File: config.mk
export PLATFORM = sky130hd
export DESIGN_NAME = flash_ecc_status_tracker
export DESIGN_NICKNAME = d
export VERILOG_FILES = /design/src/core/ecc_result_field.v /design/src/core/sat_err_counter.v /design/src/core/flash_ecc_status_tracker.v
export VERILOG_INCLUDE_DIRS = /design/src /design/src/core
export SDC_FILE = /design/constraint.sdc
export NUM_CORES = 1
export LEC_CHECK = 0
export BUFFER_PORTS_ARGS = -buffer_cell sky130_fd_sc_hd__buf_2
export CAP_MARGIN = 15
export CORE_ASPECT_RATIO = 0.8
export CORE_UTILIZATION = 46
export CTS_CLUSTER_DIAMETER = 80
export DETAILED_ROUTE_END_ITERATION = 10
export GPL_TIMING_DRIVEN = 0
export HOLD_SLACK_MARGIN = 0.06
export PLACE_DENSITY = 0.79
export SLEW_MARGIN = 20
export SYNTH_ARGS = -nofsm -noshare
export SYNTH_HDL_FRONTEND = slang
export SYNTH_SLANG_ARGS = --single-unit
export TNS_END_PERCENT = 5
File: constraint.sdc
create_clock -name i_mclk -period 1.9 [get_ports i_mclk]
set_input_delay 0.095 -clock i_mclk [delete_from_list [all_inputs] [get_ports i_mclk]]
set_output_delay 0.095 -clock i_mclk [all_outputs]
set_load 0.01 [all_outputs]
File: src/core/flash_ecc_map.vh
/*
 * Register map, field positions, encodings and reset values of the
 * flash ECC status tracker.
 * Assumes byte addresses on a 4-bit register port, 32-bit data words.
 */
`ifndef FLASH_ECC_MAP_VH
`define FLASH_ECC_MAP_VH

// ==================================================================
// register offsets
`define ADDR_W 4
`define OFS_STATUS 4'h0
`define OFS_IRQ_STS 4'h4
`define OFS_IRQ_MASK 4'h8
`define OFS_CTRL 4'hC

// ==================================================================
// flash_ecc_status fields
`define ARR1_CNT_HI 24
`define ARR1_CNT_LO 22
`define ARR0_CNT_HI 19
`define ARR0_CNT_LO 17
`define SIG_RES_HI 15
`define SIG_RES_LO 14
`define SIG_FAIL_BIT 13
`define ARR1_RES_HI 12
`define ARR1_RES_LO 11
`define ARR0_RES_HI 10
`define ARR0_RES_LO 9
`define CNT_W 3

// ==================================================================
// 2-bit ECC result encodings
`define RESULT_CLEAN 2'h0
`define RESULT_UNCORRECTED 2'h1
`define RESULT_CORRECTED 2'h2
`define RESULT_BOTH_KINDS 2'h3

// ==================================================================
// control register: per-array enable of result capture, counting and events
`define CTRL_W 2
`define CTRL_RST 2'h0

// ==================================================================
// interrupt status / mask bits
`define IRQ_W 5
`define IRQ_ARR0_CORR 0
`define IRQ_ARR0_UNCORR 1
`define IRQ_ARR1_CORR 2
`define IRQ_ARR1_UNCORR 3
`define IRQ_SIG_FAIL 4
`define IRQ_RST 5'h00

`endif

File: src/core/ecc_result_field.v
/*
 * One sticky 2-bit ECC result field, cleared by a status read.
 * Assumes single/double qualifiers are only meaningful with i_valid.
 */
`timescale 1ns/1ns
`include "flash_ecc_map.vh"

module ecc_result_field (
    input wire i_mclk,
    input wire i_rst_n,
    input wire i_en,
    input wire i_valid,
    input wire i_single,
    input wire i_double,
    input wire i_clr,
    output wire [1:0] o_next,
    output reg [1:0] o_field
);

reg [1:0] base;
reg [1:0] field_d;

// ==================================================================
// merge: an event in the read cycle survives the clear
always @* begin
    base = i_clr ? `RESULT_CLEAN : o_field;
    field_d = base;
    if (i_en && i_valid) begin
        field_d = base | {i_single, i_double};
    end
end

assign o_next = field_d;

always @(posedge i_mclk) begin
    if (!i_rst_n) begin
        o_field <= `RESULT_CLEAN;
    end else begin
        o_field <= field_d;
    end
end

endmodule // ecc_result_field

File: src/core/sat_err_counter.v
/*
 * Saturating event counter, cleared by a status read.
 * Assumes i_inc is at most one event per clock.
 */
`timescale 1ns/1ns

module sat_err_counter #(
    parameter W = 3
) (
    input wire i_mclk,
    input wire i_rst_n,
    input wire i_inc,
    input wire i_clr,
    output reg [W-1:0] o_count
);

localparam [W-1:0] MAX = {W{1'b1}};
localparam [W-1:0] ONE = {{(W-1){1'b0}}, 1'b1};

// ==================================================================
// counter
always @(posedge i_mclk) begin
    if (!i_rst_n) begin
        o_count <= {W{1'b0}};
    end else if (i_clr) begin
        // an error seen during the read is the first of the next run
        o_count <= i_inc ? ONE : {W{1'b0}};
    end else if (i_inc && o_count != MAX) begin
        o_count <= o_count + ONE;
    end
end

endmodule // sat_err_counter

File: src/core/flash_ecc_status_tracker.v
/*
 * Flash ECC status tracker: status register with read-clear array ECC
 * fields, per-array 1-bit error counters, power-up signature check
 * sequencing and an interrupt block.
 * Assumes the flash arrays report one read result per clock at most,
 * and the signature engine answers a start pulse with a done pulse.
 */
`timescale 1ns/1ns
`include "flash_ecc_map.vh"

module flash_ecc_status_tracker #(
    parameter CNT_W = `CNT_W
) (
    input wire i_mclk,
    input wire i_rst_n,
    input wire [`ADDR_W-1:0] i_addr,
    input wire [31:0] i_wdata,
    input wire i_wr,
    input wire i_rd,
    input wire i_dbg_sel,
    output reg [31:0] o_rdata,
    input wire [1:0] i_rd_valid,
    input wire [1:0] i_rd_single,
    input wire [1:0] i_rd_double,
    output reg o_sig_chk_start,
    input wire i_sig_chk_done,
    input wire i_sig_chk_pass,
    input wire i_sig_single,
    input wire i_sig_double,
    input wire i_sig_prog_wr,
    input wire i_sig_prog_match,
    output reg o_user_exec_en,
    output reg o_irq
);

// ==================================================================
// signature check sequencer states
localparam [1:0] S_BOOT = 2'h0;
localparam [1:0] S_START = 2'h1;
localparam [1:0] S_WAIT = 2'h2;
localparam [1:0] S_DONE = 2'h3;

// ==================================================================
// declarations
wire sel_status;
wire sel_irq_sts;
wire sel_irq_mask;
wire sel_ctrl;
wire status_rd;
wire [1:0] field_q [0:1];
wire [1:0] field_next [0:1];
wire [CNT_W-1:0] count_q [0:1];
wire [1:0] cnt_inc;
wire [1:0] arr_corr_evt;
wire [1:0] arr_unc_evt;
wire sig_fail_evt;
wire sig_wait;
wire sig_done_evt;
wire ctrl_wr;
wire mask_wr;
wire sts_wr;
wire [`IRQ_W-1:0] irq_evt;

// named views of the status register fields
wire [CNT_W-1:0] array1_single_err_count;
wire [CNT_W-1:0] array0_single_err_count;
wire [1:0] signature_ecc_result;
wire signature_fail_flag;
wire [1:0] array1_read_ecc_result;
wire [1:0] array0_read_ecc_result;

reg [`CTRL_W-1:0] ctrl_q;
reg [`IRQ_W-1:0] irq_sts_q;
reg [`IRQ_W-1:0] irq_sts_d;
reg [`IRQ_W-1:0] irq_mask_q;
reg [1:0] state_q;
reg [1:0] state_d;
reg sig_fail_q;
reg sig_fail_d;
reg [1:0] sig_res_q;
reg [1:0] sig_res_d;
reg [31:0] status_word;
reg [31:0] rdata_d;

// ==================================================================
// address decode
assign sel_status = (i_addr == `OFS_STATUS);
assign sel_irq_sts = (i_addr == `OFS_IRQ_STS);
assign sel_irq_mask = (i_addr == `OFS_IRQ_MASK);
assign sel_ctrl = (i_addr == `OFS_CTRL);

// any status read clears, debug or not, so a debugger read is
// destructive just like a processor read
assign status_rd = i_rd && sel_status;

// ==================================================================
// write decode; writes to the status register fall on the floor
// and leave the read-clear fields alone
assign ctrl_wr = i_wr && sel_ctrl;
assign mask_wr = i_wr && sel_irq_mask;
assign sts_wr = i_wr && sel_irq_sts;

// ==================================================================
// per-array read result field and 1-bit error counter
genvar g;
generate
    for (g = 0; g < 2; g = g + 1) begin : g_arr
        ecc_result_field u_field (
            .i_mclk(i_mclk),
            .i_rst_n(i_rst_n),
            .i_en(ctrl_q[g]),
            .i_valid(i_rd_valid[g]),
            .i_single(i_rd_single[g]),
            .i_double(i_rd_double[g]),
            .i_clr(status_rd),
            .o_next(field_next[g]),
            .o_field(field_q[g])
        );

        // count only while the field stays at corrected-only, so any
        // 2-bit error in the run freezes the counter
        assign cnt_inc[g] = ctrl_q[g] && i_rd_valid[g] &&
            i_rd_single[g] && !i_rd_double[g] &&
            (field_next[g] == `RESULT_CORRECTED);

        sat_err_counter #(
            .W(CNT_W)
        ) u_cnt (
            .i_mclk(i_mclk),
            .i_rst_n(i_rst_n),
            .i_inc(cnt_inc[g]),
            .i_clr(status_rd),
            .o_count(count_q[g])
        );

        assign arr_corr_evt[g] = ctrl_q[g] && i_rd_valid[g] &&
            i_rd_single[g];
        assign arr_unc_evt[g] = ctrl_q[g] && i_rd_valid[g] &&
            i_rd_double[g];
    end
endgenerate

// ==================================================================
// signature check after reset
always @* begin
    state_d = state_q;
    case (state_q)
        S_BOOT: begin
            state_d = S_START;
        end
        S_START: begin
            state_d = S_WAIT;
        end
        S_WAIT: begin
            if (i_sig_chk_done) begin
                state_d = S_DONE;
            end
        end
        S_DONE: begin
            state_d = S_DONE;
        end
        default: begin
            state_d = S_BOOT;
        end
    endcase
end

// done is only believed while waiting, so a stray or repeated done
// pulse after the check cannot rewrite the result
assign sig_wait = (state_q == S_WAIT);
assign sig_done_evt = sig_wait && i_sig_chk_done;
assign sig_fail_evt = sig_done_evt && !i_sig_chk_pass;

always @* begin
    sig_fail_d = sig_fail_q;
    if (i_sig_prog_wr && i_sig_prog_match) begin
        sig_fail_d = 1'b0;
    end
    if (sig_fail_evt) begin
        sig_fail_d = 1'b1;
    end
end

// result of the check is held until the next reset, not read-cleared
always @* begin
    sig_res_d = sig_res_q;
    if (sig_done_evt) begin
        sig_res_d = {i_sig_single, i_sig_double};
    end
end

always @(posedge i_mclk) begin
    if (!i_rst_n) begin
        state_q <= S_BOOT;
        sig_fail_q <= 1'b0;
        sig_res_q <= `RESULT_CLEAN;
    end else begin
        state_q <= state_d;
        sig_fail_q <= sig_fail_d;
        sig_res_q <= sig_res_d;
    end
end

// outputs are decoded from the next state so that they leave
// flip-flops in step with the state register
always @(posedge i_mclk) begin
    if (!i_rst_n) begin
        o_sig_chk_start <= 1'b0;
    end else begin
        o_sig_chk_start <= (state_d == S_START);
    end
end

always @(posedge i_mclk) begin
    if (!i_rst_n) begin
        o_user_exec_en <= 1'b0;
    end else begin
        // user code stays held off until the check passes or a matching signature is programmed
        o_user_exec_en <= (state_d == S_DONE) && !sig_fail_d;
    end
end

// ==================================================================
// control and interrupt registers
assign irq_evt[`IRQ_ARR0_CORR] = arr_corr_evt[0];
assign irq_evt[`IRQ_ARR0_UNCORR] = arr_unc_evt[0];
assign irq_evt[`IRQ_ARR1_CORR] = arr_corr_evt[1];
assign irq_evt[`IRQ_ARR1_UNCORR] = arr_unc_evt[1];
assign irq_evt[`IRQ_SIG_FAIL] = sig_fail_evt;

// write-one-to-clear; a new event in the same cycle wins
always @* begin
    irq_sts_d = irq_sts_q;
    if (sts_wr) begin
        irq_sts_d = irq_sts_q & ~i_wdata[`IRQ_W-1:0];
    end
    irq_sts_d = irq_sts_d | irq_evt;
end

// control: bit g enables result capture and events of array g
always @(posedge i_mclk) begin
    if (!i_rst_n) begin
        ctrl_q <= `CTRL_RST;
    end else if (ctrl_wr) begin
        ctrl_q <= i_wdata[`CTRL_W-1:0];
    end
end

// a masked bit still records; only the line is gated
always @(posedge i_mclk) begin
    if (!i_rst_n) begin
        irq_mask_q <= `IRQ_RST;
    end else if (mask_wr) begin
        irq_mask_q <= i_wdata[`IRQ_W-1:0];
    end
end

// sticky status; the merge above does the write-one-to-clear
always @(posedge i_mclk) begin
    if (!i_rst_n) begin
        irq_sts_q <= `IRQ_RST;
    end else begin
        irq_sts_q <= irq_sts_d;
    end
end

// the line follows the next status so it rises at the same edge as
// the sticky bit; a mask change takes effect one cycle later
always @(posedge i_mclk) begin
    if (!i_rst_n) begin
        o_irq <= 1'b0;
    end else begin
        o_irq <= |(irq_sts_d & irq_mask_q);
    end
end

// ==================================================================
// named views of the status fields
assign array1_single_err_count = count_q[1];
assign array0_single_err_count = count_q[0];
assign signature_ecc_result = sig_res_q;
// failure flag hidden from the processor's own reads
assign signature_fail_flag = sig_fail_q && i_dbg_sel;
assign array1_read_ecc_result = field_q[1];
assign array0_read_ecc_result = field_q[0];

// ==================================================================
// status word assembly; bit 16 and the gaps read as zero
always @* begin
    status_word = 32'h0000_0000;
    status_word[`ARR1_CNT_HI:`ARR1_CNT_LO] = array1_single_err_count;
    status_word[`ARR0_CNT_HI:`ARR0_CNT_LO] = array0_single_err_count;
    status_word[`SIG_RES_HI:`SIG_RES_LO] = signature_ecc_result;
    status_word[`SIG_FAIL_BIT] = signature_fail_flag;
    status_word[`ARR1_RES_HI:`ARR1_RES_LO] = array1_read_ecc_result;
    status_word[`ARR0_RES_HI:`ARR0_RES_LO] = array0_read_ecc_result;
end

// ==================================================================
// read port: data in the cycle after the strobe, zero otherwise
// reads have no side effect apart from the status read-clear
always @* begin
    rdata_d = 32'h0000_0000;
    if (i_rd) begin
        case (i_addr)
            `OFS_STATUS: begin
                rdata_d = status_word;
            end
            `OFS_IRQ_STS: begin
                rdata_d[`IRQ_W-1:0] = irq_sts_q;
            end
            `OFS_IRQ_MASK: begin
                rdata_d[`IRQ_W-1:0] = irq_mask_q;
            end
            `OFS_CTRL: begin
                rdata_d[`CTRL_W-1:0] = ctrl_q;
            end
            default: begin
                // unmapped offsets read as zero
                rdata_d = 32'h0000_0000;
            end
        endcase
    end
end

always @(posedge i_mclk) begin
    if (!i_rst_n) begin
        o_rdata <= 32'h0000_0000;
    end else begin
        o_rdata <= rdata_d;
    end
end

endmodule // flash_ecc_status_tracker

* After elaboration in Yosys (flattened, before gate mapping)
Cells that the tools add are included.
Storage, ports and cells: flip-flop bits (word level) 62, output and inout bits 35, logic and storage cells 84
Operators by class: add/sub/neg operators 2, equal/unequal tests 12, muxes and demuxes 17, bitwise logic cells 6, reductions and logical operators 32
Operators with widths (count):
- logical AND 1 bit | 21
- 2-to-1 mux 3 bit | 4
- AND 5 bit | 2
- equality test 2 bit (second input constant) | 5
- 2-to-1 mux 2 bit | 5
- equality test 4 bit (second input constant) | 2
- case mux 2 bit (4 select lines) | 1
- adder 3 x 1 -> 3 bit (second input constant) | 2
- != test 3 bit (second input constant) | 2
- case mux 2 bit (3 select lines) | 1
- case mux 3 bit (2 select lines) | 1
- 2-to-1 mux 5 bit | 1
- inverter 5 bit | 1
- OR 5 bit | 1
- OR reduction 5 bit | 1
- equality test 2 x 1 -> 1 bit (second input constant) | 2
- equality test 4 x 3 -> 1 bit (second input constant) | 1
- zero test 1 bit | 4
- zero test 4 bit | 1
- 2-to-1 mux 1 bit | 4
- OR 2 bit | 2
- nonzero test 2 bit | 2
- AND reduction 3 bit | 1
- zero test 2 bit | 1
- AND reduction 2 bit | 1

* Depth between registers and ports, before layout
depth in word-level cells 10, gate-level depth with buffers 6

* By module
From an unflattened synthesis, not the netlist that was laid out.
Second synthesis, totals: cell total of the unflattened synthesis 217, area total of the unflattened synthesis 2080.7 µm²
By module, submodules not included:
- flash_ecc_status_tracker | instances 1, cells an instance 163, area an instance 1557.7 µm²
- sat_err_counter | instances 2, cells an instance 17, area an instance 161.4 µm²
- ecc_result_field | instances 2, cells an instance 10, area an instance 100.1 µm²

* Worst setup path after synthesis
No wires, ideal clock.
kind register to register, start point register g_arr[1].u_cnt.o_count[0], end point register g_arr[1].u_cnt.o_count[0], setup time 0.070 ns, arrival time 1.547 ns, data required time 1.830 ns, slack 0.282 ns, cell stages (with the launch flop) 7, path buffers 1, period minus slack after synthesis 1.618 ns, cells stage by stage dfxtp_1 > ha_1 > ha_1 > or4_1 > clkbuf_1 > o32a_1 > a21oi_1
On the way: word-level cells in the longest chain between the ends 3, elaborated cells on any way between the ends 6, classes of those cells add/sub: 1; eq/ne: 1; mux: 2; reduce/logical: 2
RTL lines:
- start, declared | RTL line sat_err_counter.v:14 | output reg [W-1:0] o_count
- start signal, assigned | RTL line sat_err_counter.v:24 | o_count <= {W{1'b0}};
- start signal, assigned | RTL line sat_err_counter.v:27 | o_count <= i_inc ? ONE : {W{1'b0}};
- start signal, assigned | RTL line sat_err_counter.v:29 | o_count <= o_count + ONE;
- adder 3 x 1 -> 3 bit / != test 3 bit (equally long branches) | RTL line sat_err_counter.v:29, sat_err_counter.v:28
- 2-to-1 mux 3 bit / logical AND 1 bit (equally long branches) | RTL line sat_err_counter.v:28 | end else if (i_inc && o_count != MAX) begin
- 2-to-1 mux 3 bit / nonzero test 2 bit (equally long branches)
Parallel ways exist; a longest one is shown, timed or not. The select of a mux whose other input is x is not followed. A chain may end at the register's enable or synchronous reset.

* Worst setup path in the final report
Same ends and word-level chain as after synthesis.

==> summary.md <==
| Metric | Value |
|---|---|
| Post-synthesis sequential area ratio | `49.71%` |
| Critical path endpoint category | `flop` |
| Total net switching power | `between 0.4 and 0.5 mW` |
| Buf+Inv Stages, Crit Path | `1` |
| Horizontal extent of the die | `~74 µm` |
| Worst-path clk slew | `90 ps` |
| YS warnings | `0` |
| Setup TNS | `0 ps` |
| Total CTS buffers | `5` |
| Initial core utilization | `between 40% and 50%` |
| Antenna violations before repair | `0` |
| Fraction of synthesized cell area taken by the top area cell type | `49.71%` |
| Slew at the pin closest to its max-slew limit | `547.2 ps` |
| Final Slew Violations | `0` |
| Synth top area cells | `sky130_fd_sc_hd__dfxtp_1, sky130_fd_sc_hd__buf_4, sky130_fd_sc_hd__nor2_1` |
| Power Total | `roughly 1.9 mW` |
| Post-route design area | `2414 µm²` |
| Routed wirelength normalized by instance count | `around 12 µm` |
| Worst hold slack | `roughly 75 ps` |
| Clock period minus final worst setup slack | `roughly 1700 ps` |
| Syn_area_per_cell | `slightly above 9 µm²` |
| Count of vias placed by the detailed router | `1,661` |
| Kind of critical path | `flop to flop` |
| Sum of overflow across all layers after global routing | `0` |
| Clk sink count | `48` |
| DIE HEIGHT | `59.98 µm` |
| Pwr/cell area | `779.1 nW/µm²` |
| CTS H-Tree Depth | `2` |
| Status | `finished, final reports clean` |
| FILL cells | `between 300 and 400` |
| Gate power share | `7.9%` |
| Worst setup timing slack at the placement stage | `194.5 ps` |
| Most frequent cells in the layout | `sky130_fd_sc_hd__dfxtp_1, sky130_fd_sc_hd__buf_2, sky130_fd_sc_hd__nor2_1, sky130_fd_sc_hd__a21oi_1` |
| Sequential share of power | `a little over half` |
| Largest buffer count on any clock path | `2` |
| CP Launch Type | `flop` |
| Fraction of layout instances using a drive strength above 1 | `24.82%` |
| Number of DRC markers after the initial detailed-route iteration | `96` |
| Placed inst area | `around 2300 µm²` |
| Final wirelength | `4076 µm` |
| Clock power frac | `37.3%` |
| Min setup slack post-route | `184.4 ps` |
| Pin count of the biggest net entering global routing | `15` |
| Commonest non-fill, non-tap cell in the layout | `sky130_fd_sc_hd__dfxtp_1` |
| Worst rel slew slack | `63.52%` |
| FF+latch count, synth | `48` |
| Int Power | `1.476 mW` |
| Hpwl dp | `2999 µm` |
| Cell chosen for the clock root | `sky130_fd_sc_hd__clkbuf_8` |
| Clock latency reported for the late side of the worst-skew pair | `290 ps` |
| Routability cong. | `0.8605` |
| Cell seen most often among critical-path stages | `sky130_fd_sc_hd__ha_1` |
| IR drop worst, VDD | `around 0.63 mV` |
| Post-DRT Antenna Nets | `0` |
| Hold violation count in the final report | `0` |
| Standby leakage power | `1.105 nW` |
| Post-synth cell types | `34` |
| Instance count of the mapped netlist | `213` |
| Number of buffers added for setup after CTS | `0` |
| First-pass detailed-route iteration total | `4` |
| Setup Viol. Count Final | `0` |
| Switching part of the total power | `21.52%` |
| TritonCTS clock tree | `built` |
| Final worst clock skew | `9.387 ps` |
| Peak per-stage delay on the critical path | `460 ps` |
| Yosys top cell by area | `sky130_fd_sc_hd__dfxtp_1` |
| Number of nets in the layout | `338` |
| Count of input and output buffers | `45` |
| Number of global-route vias before repair | `1,545` |
| Cells along the critical path | `ha_1 -> ha_1 -> or4_1 -> clkbuf_1 -> o32a_1 -> a21oi_1` |
| Data arrival time of the critical path | `~1900 ps` |
| Final critical-path share of the clock period | `90.30%` |
| Hold/Removal Path Class | `input port to flop` |
| Growth of design area from synthesis to finish | `24.85%` |
| Post-route DRC violation count | `0` |
| Global router's overall resource usage | `about a fifth` |
| Setup repair after global routing missed its margin | `no` |
| Number of primary I/O pins | `88` |
| Vias per inst | `between 4 and 5` |
| Max Cap Viol | `0` |
| Die area | `4467 µm²` |
| Core area | `3904 µm²` |
| Core Rows | `20` |
| Slowest cell on the critical path | `sky130_fd_sc_hd__or4_1` |
| Required time reported for the critical path endpoint | `2120 ps` |
| Max Clock Freq | `0.5829 GHz` |
| Total inserted antenna cells | `0` |
| Largest fanout of any net on the critical path | `4` |
| Wire length of the first global-routing pass | `~7000 µm` |
| Cell family contributing the most delay on the critical path | `simple AND/OR/NAND/NOR gates` |
| Netlist Area Pre-Place | `1933 µm²` |
-- timing repair --
item	in CTS	in global routing
hold buffers	3	0
setup endpoints to repair	0	0
endpoints found under the hold margin	3	0
gates resized for setup	0	0
-- registers in the layout, summed over array words and instances (netlist names) --
register	count
ctrl_q	2
g_arr.u_cnt.o_count	6
g_arr.u_field.o_field	4
irq_mask_q	5
irq_sts_q	5
o_irq	1
o_rdata	18
o_sig_chk_start	1
o_user_exec_en	1
sig_fail_q	1
sig_res_q	2
state_q	2
-- final timing paths --
path / from / end / slack [ps] / cells after the start
max reg2reg: g_arr[1].u_cnt.o_count[0] / g_arr[1].u_cnt.o_count[0] / 180 / 6
max: g_arr[1].u_cnt.o_count[0] / g_arr[1].u_cnt.o_count[0] / 180 / 6
min: i_wdata[3] / irq_mask_q[3] / 80 / 3
min reg2reg: sig_res_q[1] / o_rdata[15] / 460 / 1
-- cell type report --
class | count | area [µm²] | area share [%]
Sequential cell | 48 | 960.9 | 39.81
Multi-Input combinational cell | 150 | 855.8 | 35.46
Timing Repair Buffer | 48 | 255.2 | 10.58
Buffer | 22 | 142.6 | 5.910
Clock buffer | 6 | 72.57 | 3.007
Tap cell | 55 | 68.82 | 2.851
Clock inverter | 2 | 35.03 | 1.452
Inverter | 6 | 22.52 | 0.9331
-- worst min-delay path, delay by kind of cell --
kind,cells,cell delay (ps)
AND/OR/NAND/NOR,1,60
AO/OA/AOI/OAI,1,50
buffers and inverters,1,110
-- cells by family after synthesis --
group                    synth area share (%)
multiplexers                            4.272
other                                  0.1940
AO/OA/AOI/OAI                           12.69
flip-flops                              49.71
buffers and inverters                   8.544
AND/OR/NAND/NOR                         22.01
adder cells (fa/ha/maj)                 2.589
-- per-stage QoR --
step	utilization, %	instances
2_1_floorplan	-	226
6_report	61.83	337
5_1_grt	61.83	337
4_1_cts	61.83	337
3_3_place_gp	58.30	326
3_5_place_dp	58.30	326
-- synthesized netlist by cell type, drive strengths merged --
library cell  number
nor2b              1
or4                3
nand2             11
a22oi              5
and2              14
ha                 4
a31oi              5
nor3b              1
and4b              1
inv                6
mux2               2
nand3b             1
o32a               1
nand3             14
or3                3
nor3               4
dfxtp             48
mux2i              6
nor2              26
buf               15
o21a               1
o211ai             2
clkbuf             7
a21boi             1
and3               4
a21oi             15
conb               1
and2b              1
o21ai              7
a221oi             1
a41oi              2
-- routing by layer --
metal	global-route usage (%)	part of all wire [%]	vias to the layer above
met3	5.396	7.0	2
met5	0	0	-
met1	25.73	45	738
met2	35.14	48	71
met4	5.391	0.39	0
li1	-	-	850
-- power groups by stage --
stage / sequential [mW] / clock, mW / combinational [mW]
after detailed placement: 1.05 / 0 / 0.140
after CTS: 1.03 / 0.716 / 0.146
after floorplan: 1.05 / 0 / 0.0847
after global routing: 1.03 / 0.765 / 0.164
after global placement: 1.05 / 0 / 0.138
final: 1.03 / 0.702 / 0.148
Power figures use the tool's default switching activity.
